==> src/logic/kbd_regs.svh <==
// constants for the keyboard matrix encoder
`ifndef KBD_REGS_SVH
`define KBD_REGS_SVH
`define KBD_ROWS          8
`define KBD_CODE_W        8
`define KBD_FIFO_DEPTH    8
`define KBD_CLK_HZ        40000000
`define KBD_SCAN_HZ       100000
`define KBD_SCAN_DIV      (`KBD_CLK_HZ / `KBD_SCAN_HZ)
`define KBD_DEB_PASSES    2
`define KBD_CODE_IDLE     8'hC0
`define KBD_BIT_SHIFT     6
`define KBD_BIT_CTRL      7
`define KBD_FULL_BIT      3
`endif

==> src/logic/kbd_pkg.sv <==
// types for the keyboard matrix encoder
package kbd_pkg;
  typedef enum logic [1:0] {
    st_idle     = 2'b00,
    st_debounce = 2'b01,
    st_held     = 2'b10
  } scan_state_t;
endpackage

==> src/logic/kbd_encoder.sv <==
// keyboard matrix scanner, code former and eight-deep key fifo
`include "kbd_regs.svh"

// How it works
// - a held key queues one code only, no further codes by itself
// - scan disable blanks row drive, so no closure is seen
// - after a scan disable covering a whole pass, a still held key is queued afresh
// - each key event is one 8-bit code read from the data port
// - shift, control, function alter the code; upper_case_latch_key only sensed
// - no modifier gives top bits set; shift clears b6, control b7
// - low six bits are matrix position whatever the modifiers
// - code is column at b2-b0, row at b5-b3, shift low at b6, control low at b7
// - fifo holds eight codes in order, count and full flag reported
// - overrun on closure when full, underrun on read when empty
// - function key acts as shift plus control together
module kbd_encoder (
  // clock and reset
  input  wire logic                   clk,
  input  wire logic                   rst_n,
  // key matrix
  output logic      [7:0]             row_drive_n,
  input  wire logic [7:0]             col_return_n,
  input  wire logic                   shift_key_n,
  input  wire logic                   ctrl_key_n,
  input  wire logic                   fn_modifier_key_n,
  input  wire logic                   upper_case_latch_key_n,
  // system control
  input  wire logic                   scan_disable,
  output logic                        caps_sensed_q,
  // data port
  input  wire logic                   data_rd,
  output logic      [7:0]             data_q,
  // status port
  input  wire logic                   err_clear,
  output logic      [3:0]             fifo_count_q,
  output logic                        overrun_q,
  output logic                        underrun_q
);
  localparam int DIV = `KBD_SCAN_DIV;

  logic [7:0]  col_clean;
  logic [2:0]  mod_clean;
  logic [2:0]  mod_raw;
  logic [8:0]  div_q;
  logic        tick;
  logic [2:0]  row_q;
  kbd_pkg::scan_state_t state_q;
  kbd_pkg::scan_state_t state_d;
  logic [5:0]  pos_q;
  logic [1:0]  deb_q;
  logic        pass_hit_q;
  logic [7:0]  mem [0:`KBD_FIFO_DEPTH-1];
  logic [2:0]  wr_ptr_q;
  logic [2:0]  rd_ptr_q;
  logic [3:0]  count_q;
  logic        hit;
  logic [2:0]  hit_col;
  logic        pass_end;
  logic        push;
  logic        pop;
  logic        fifo_full;
  logic        fifo_empty;
  logic        shift_on;
  logic        ctrl_on;
  logic [7:0]  code;
  logic [3:0]  count_d;

  // synchronise column returns and modifier keys
  kbd_sync #(.W(8)) u_col_sync (
    .clk   (clk),
    .rst_n (rst_n),
    .raw   (~col_return_n),
    .clean (col_clean)
  );

  assign mod_raw = {~upper_case_latch_key_n, ~ctrl_key_n | ~fn_modifier_key_n,
                    ~shift_key_n | ~fn_modifier_key_n};

  kbd_sync #(.W(3)) u_mod_sync (
    .clk   (clk),
    .rst_n (rst_n),
    .raw   (mod_raw),
    .clean (mod_clean)
  );

  // scan-rate enable and row decode
  assign tick     = (div_q == 9'(DIV - 1));
  assign pass_end = tick && (row_q == 3'(`KBD_ROWS - 1));
  assign hit      = !scan_disable && (col_clean != 8'h00);

  // lowest active column wins
  always_comb
  begin
    hit_col = 3'h0;
    for (int i = `KBD_ROWS - 1; i >= 0; i--)
      if (col_clean[i])
        hit_col = 3'(i);
  end

  // key code: modifiers low-active in the two top bits, position below
  assign shift_on = mod_clean[0];
  assign ctrl_on  = mod_clean[1];
  assign code     = {~ctrl_on, ~shift_on, pos_q};

  // closure tracking with two-key lockout
  always_comb
  begin
    state_d = state_q;
    unique case (state_q)
      kbd_pkg::st_idle:
        if (tick && hit)
          state_d = kbd_pkg::st_debounce;
      kbd_pkg::st_debounce:
        if (pass_end && !pass_hit_q && !(hit && row_q == pos_q[5:3]))
          state_d = kbd_pkg::st_idle;
        else if (pass_end && !scan_disable
                 && deb_q == 2'(`KBD_DEB_PASSES - 1))
          state_d = kbd_pkg::st_held;
      kbd_pkg::st_held:
        if (pass_end && !pass_hit_q && !(hit && row_q == pos_q[5:3]))
          state_d = kbd_pkg::st_idle;
      default:
        state_d = kbd_pkg::st_idle;
    endcase
  end

  assign push = (state_q == kbd_pkg::st_debounce)
             && (state_d == kbd_pkg::st_held);
  assign fifo_full  = (count_q == 4'(`KBD_FIFO_DEPTH));
  assign fifo_empty = (count_q == 4'h0);
  assign pop        = data_rd && !fifo_empty;
  assign count_d    = count_q + 4'(push && !fifo_full) - 4'(pop);

  // divider and row scan
  always_ff @(posedge clk or negedge rst_n)
  begin
    if (!rst_n)
    begin
      div_q       <= 9'h000;
      row_q       <= 3'h0;
      row_drive_n <= 8'hFF;
    end
    else
    begin
      div_q <= tick ? 9'h000 : div_q + 9'h001;
      if (tick)
        row_q <= row_q + 3'h1;
      row_drive_n <= scan_disable ? 8'hFF : ~(8'h01 << row_q);
    end
  end

  // closure state, debounce count and key position
  always_ff @(posedge clk or negedge rst_n)
  begin
    if (!rst_n)
    begin
      state_q    <= kbd_pkg::st_idle;
      pos_q      <= 6'h00;
      deb_q      <= 2'h0;
      pass_hit_q <= 1'b0;
    end
    else
    begin
      state_q <= state_d;
      if (state_q == kbd_pkg::st_idle && tick && hit)
        pos_q <= {row_q, hit_col};
      if (state_q == kbd_pkg::st_idle)
        deb_q <= 2'h0;
      else if (pass_end && state_q == kbd_pkg::st_debounce)
        deb_q <= deb_q + 2'h1;
      if (pass_end)
        pass_hit_q <= 1'b0;
      // the detecting tick counts too, as pos_q is only loaded at that edge
      else if (tick && hit && (state_q == kbd_pkg::st_idle
               || (row_q == pos_q[5:3] && col_clean[pos_q[2:0]])))
        pass_hit_q <= 1'b1;
    end
  end

  // fifo storage
  always_ff @(posedge clk)
  begin
    if (push && !fifo_full)
      mem[wr_ptr_q] <= code;
  end

  // fifo pointers, data output and flags
  always_ff @(posedge clk or negedge rst_n)
  begin
    if (!rst_n)
    begin
      wr_ptr_q      <= 3'h0;
      rd_ptr_q      <= 3'h0;
      count_q       <= 4'h0;
      fifo_count_q  <= 4'h0;
      data_q        <= 8'h00;
      overrun_q     <= 1'b0;
      underrun_q    <= 1'b0;
      caps_sensed_q <= 1'b0;
    end
    else
    begin
      if (push && !fifo_full)
        wr_ptr_q <= wr_ptr_q + 3'h1;
      if (pop)
      begin
        rd_ptr_q <= rd_ptr_q + 3'h1;
        data_q   <= mem[rd_ptr_q];
      end
      count_q      <= count_d;
      fifo_count_q <= count_d;
      overrun_q    <= (push && fifo_full) || (overrun_q && !err_clear);
      underrun_q   <= (data_rd && fifo_empty)
                   || (underrun_q && !err_clear);
      caps_sensed_q <= mod_clean[2];
    end
  end
endmodule

==> src/logic/kbd_sync.sv <==
// three-stage input synchroniser with agreement filter
module kbd_sync #(
  parameter int W = 8
) (
  // clock and reset
  input  wire logic         clk,
  input  wire logic         rst_n,
  // raw and clean levels
  input  wire logic [W-1:0] raw,
  output logic      [W-1:0] clean
);
  logic [W-1:0] s1_q;
  logic [W-1:0] s2_q;
  logic [W-1:0] s3_q;
  logic [W-1:0] clean_d;

  // accept a change once stage two and three agree
  assign clean_d = (s2_q == s3_q) ? s2_q : clean;

  // shift chain
  always_ff @(posedge clk or negedge rst_n)
  begin
    if (!rst_n)
    begin
      s1_q  <= '0;
      s2_q  <= '0;
      s3_q  <= '0;
      clean <= '0;
    end
    else
    begin
      s1_q  <= raw;
      s2_q  <= s1_q;
      s3_q  <= s2_q;
      clean <= clean_d;
    end
  end
endmodule

==> config.mk <==
export PLATFORM = sky130hd
export DESIGN_NAME = kbd_encoder
export DESIGN_NICKNAME = d
export VERILOG_FILES = /design/src/logic/kbd_pkg.sv /design/src/logic/kbd_encoder.sv /design/src/logic/kbd_sync.sv
export VERILOG_INCLUDE_DIRS = /design/src /design/src/logic
export SDC_FILE = /design/constraint.sdc
export NUM_CORES = 1
export LEC_CHECK = 0
export BUFFER_PORTS_ARGS = -buffer_cell sky130_fd_sc_hd__buf_2
export CAP_MARGIN = 20
export CORE_MARGIN = 1
export CORE_UTILIZATION = 30
export DETAILED_ROUTE_END_ITERATION = 6
export SETUP_SLACK_MARGIN = 0.05
export SYNTH_ARGS = -nofsm -noshare
export SYNTH_HDL_FRONTEND = slang
export SYNTH_HIERARCHICAL = 1
export SYNTH_SLANG_ARGS = --single-unit
==> constraint.sdc <==
create_clock -name clk -period 3.4 [get_ports clk]
set_input_delay 0.51 -clock clk [delete_from_list [all_inputs] [get_ports clk]]
set_output_delay 0.51 -clock clk [all_outputs]
set_load 0.05 [all_outputs]
==> impl_metrics.toml <==
[pwr]
p_sw_mw = 1.382
clockPowerShare = 0.381
power.total_mw = 4.835
p_sw_frac = 0.2858
pwr-share-comb = 0.152
power.density_nw_per_um2 = 644.0
power_frac_seq = 0.468
power.internal_mw = 3.453
power_leakage_nw = 3.196
peakVddDrop_uv = 412.8

[timing]
rsz0062_at_grt = "false"
maxSlewHeadroom = 0.4797
setup_tns_ps = 0
skew_ps = 9.441
layout_setup_ws_ps = 404.4
finalMaxSlewViolations = 0
period_needed_ps = 2996
fmax_mhz = 333.8
tightestPinTransition_ps = 780.4
finalHoldViolCount = 0
setup_violations = 0
fin_crit_sh = 0.8811

[layout]
drive_gt1_frac = 0.2570
fin_area_um2 = 7508
utilization = 0.3675
syn2layout_area_growth_pct = 18.69
fin_nets = 519
diodes = 0

[worst_setup_path]
path_cells = "nand4bb_4 > or3_4 > or3_4 > nor3_4 > inv_1 > ha_1 > inv_1 > ha_1 > inv_1 > fa_1 > xnor2_1"
crit_path_end = "count_q[2]"
slowest_delay_ps = 440
worstRegToRegCells = 11
path_max_fanout = 6
start_kind = "flop"
cpMostUsedCell = "inv_1"
arrival_ps = 3310
crit_type = "flop to flop"
regToRegStartpoint = "div_q[6]"
startpoint = "div_q[6]"
ff2ff_setup_slack_ps = 400
cp.required_ps = 3710
critPathSlowestCell = "dfrtp_1"
end_kind = "flop"
reg2reg_to = "count_q[2]"

[run_status]
status = "completed"

[clocking]
cts_buffers = 17
cts_sinks = 160
cts_tree = "yes"
cts_resized = 0
cts_setup_buffers = 0
cts_root_buffer = "clkbuf_16"
cts_hold_buf = 0
insertion_delay_ps = 420
cts_htree_levels = 4
clk_pin_slew_ps = 70
clk_path_buf_depth = 2

[floorplan]
num_rows = 52
die_h_um = 147.2
die_w_um = 147.2
die_area_um2 = 21670
io_pins = 40
coreArea_um2 = 20430
start_util = 0.3097

[synth]
syn_inst = 422
ys_ff_latch = 160
ys_seq_area_frac = 0.6851
synth_edf_count = 64
yosys.area.top_type = "dfrtp_1"
synthTopCellsByCount = "dfrtp_1 (88), edfxtp_1 (64), nand2_1 (37), inv_1 (31), o21ai_0 (21)"
synth_warnings = 6
synth_area_leaders = "dfrtp_1 (35%), edfxtp_1 (30%), mux4_2 (6.4%)"
ys.flop_type = "dfrtp_1"
avgSynthCellArea_um2 = 14.99
yosysMostFrequentCell = "dfrtp_1"
ys_types = 41
async_flop_share = 0.6000
synth.top_cell.area_share = 0.3481
synth_area_um2 = 6326
syn_nets = 456

[detailed_routing]
wl_um = 11260
drc = 0
drtIter0Drc = 160
drtPass1Iterations = 4
viasPerCell = 4.505
num_vias = 3460
ant_nets = 0
routedWlPerCell_um = 14.66

[grt]
grt_overflow_total = 0
grt.total_usage = 0.1145
antenna_found_initial = 0
grt_pass1_vias = 3647
grt_pass1_wl_um = 18890
grt_start_max_net_pins = 40

[place]
postPlaceCellArea_um2 = 6933
hpwl_um = 7736
pre_cts_ws_ps = 388.7
portBuffers = 39
place.gp.congestion = 0.7697

[worst_hold_path]
worstHoldPathType = "input port to asynchronous set/reset pin"

[flow_run]
drv_cap = 0
## layout by cell type, fill, tap and decap left out, types with 12 or more instances in the layout
cell	Yosys	layout
buf_4	0	16
dfrtp_1	88	88
edfxtp_1	64	64
buf_2	3	38
xnor2_1	12	12
mux4_2	18	18
nor2_1	19	19
ha_1	16	16
clkbuf_16	0	17
o21ai_0	21	21
nand2_1	37	37
xor2_1	14	14
inv_1	31	31
## critical path: cells and delay by family, from the launching register on
| family | cells | cell delay, ps |
|---|---|---|
| xor gates and xnor gates | 1 | 130 |
| adders and majority gates | 3 | 790 |
| buffers and inverters | 3 | 180 |
| DFF | 1 | 440 |
| and+or+nand+nor | 4 | 1340 |
## registers in the layout, indices dropped and copies added, names as in the netlist, 4 cells and up
signal and cells:
count_q 4, data_q 8, div_q 9, mem 64, pos_q 6, row_drive_n 8
u_col_sync/clean 8, u_col_sync/s1_q 8, u_col_sync/s2_q 8, u_col_sync/s3_q 8
## cells by family after synthesis
group           share of synthesized area
flops                              0.6851
simple gates                      0.08307
buf+inv                           0.02492
compound gates                    0.03659
mux                               0.09949
xor+xnor                          0.03600
fa+ha+maj                         0.03481
## layer usage
| metal | GRT usage | up-vias | wire length, µm |
|---|---|---|---|
| met5 | 0 | - | 0 |
| met4 | 0.04330 | 0 | 129 |
| met3 | 0.03509 | 12 | 524 |
| met2 | 0.1910 | 64 | 5723 |
| met1 | 0.1388 | 1746 | 4883 |
| li1 | - | 1638 | - |
## power by group through the flow
stage / clock [mW] / sequential, mW / combinational [mW]
2_1_floorplan: 0 / 2.36 / 0.473
3_3_place_gp: 0 / 2.30 / 0.728
3_5_place_dp: 0 / 2.31 / 0.749
4_1_cts: 1.89 / 2.27 / 0.755
5_1_grt: 1.97 / 2.28 / 0.811
6_report: 1.84 / 2.26 / 0.733
## through the flow
stage	cells	hold WS, ps
5_1_grt	768	83.80
3_5_place_dp	736	334.7
3_3_place_gp	736	331.6
6_report	768	52.33
2_1_floorplan	422	214.4
4_1_cts	768	58.95
## area by class of cell
| cell class | instances | area (µm²) |
|---|---|---|
| Fill cell | 1960 | 12920 |
| Timing Repair Buffer | 54 | 310.3 |
| Clock inverter | 15 | 150.1 |
| Clock buffer | 17 | 425.4 |
| Inverter | 31 | 116.4 |
| Sequential cell | 160 | 4334 |
| Multi-Input combinational cell | 221 | 1834 |
| Tap cell | 270 | 337.8 |
## worst min-delay path by stage
stage,end,cells after the start,start
after CTS,u_col_sync/s1_q[6],1,rst_n
final,u_col_sync/s1_q[6],1,rst_n
after detailed placement,u_col_sync/s2_q[0],0,u_col_sync/s1_q[0]
after global routing,u_col_sync/s1_q[6],1,rst_n
after floorplan,caps_sensed_q,0,rst_n
after global placement,u_col_sync/s2_q[2],0,u_col_sync/s1_q[2]
Note: power is estimated with default switching activity, not from simulation.
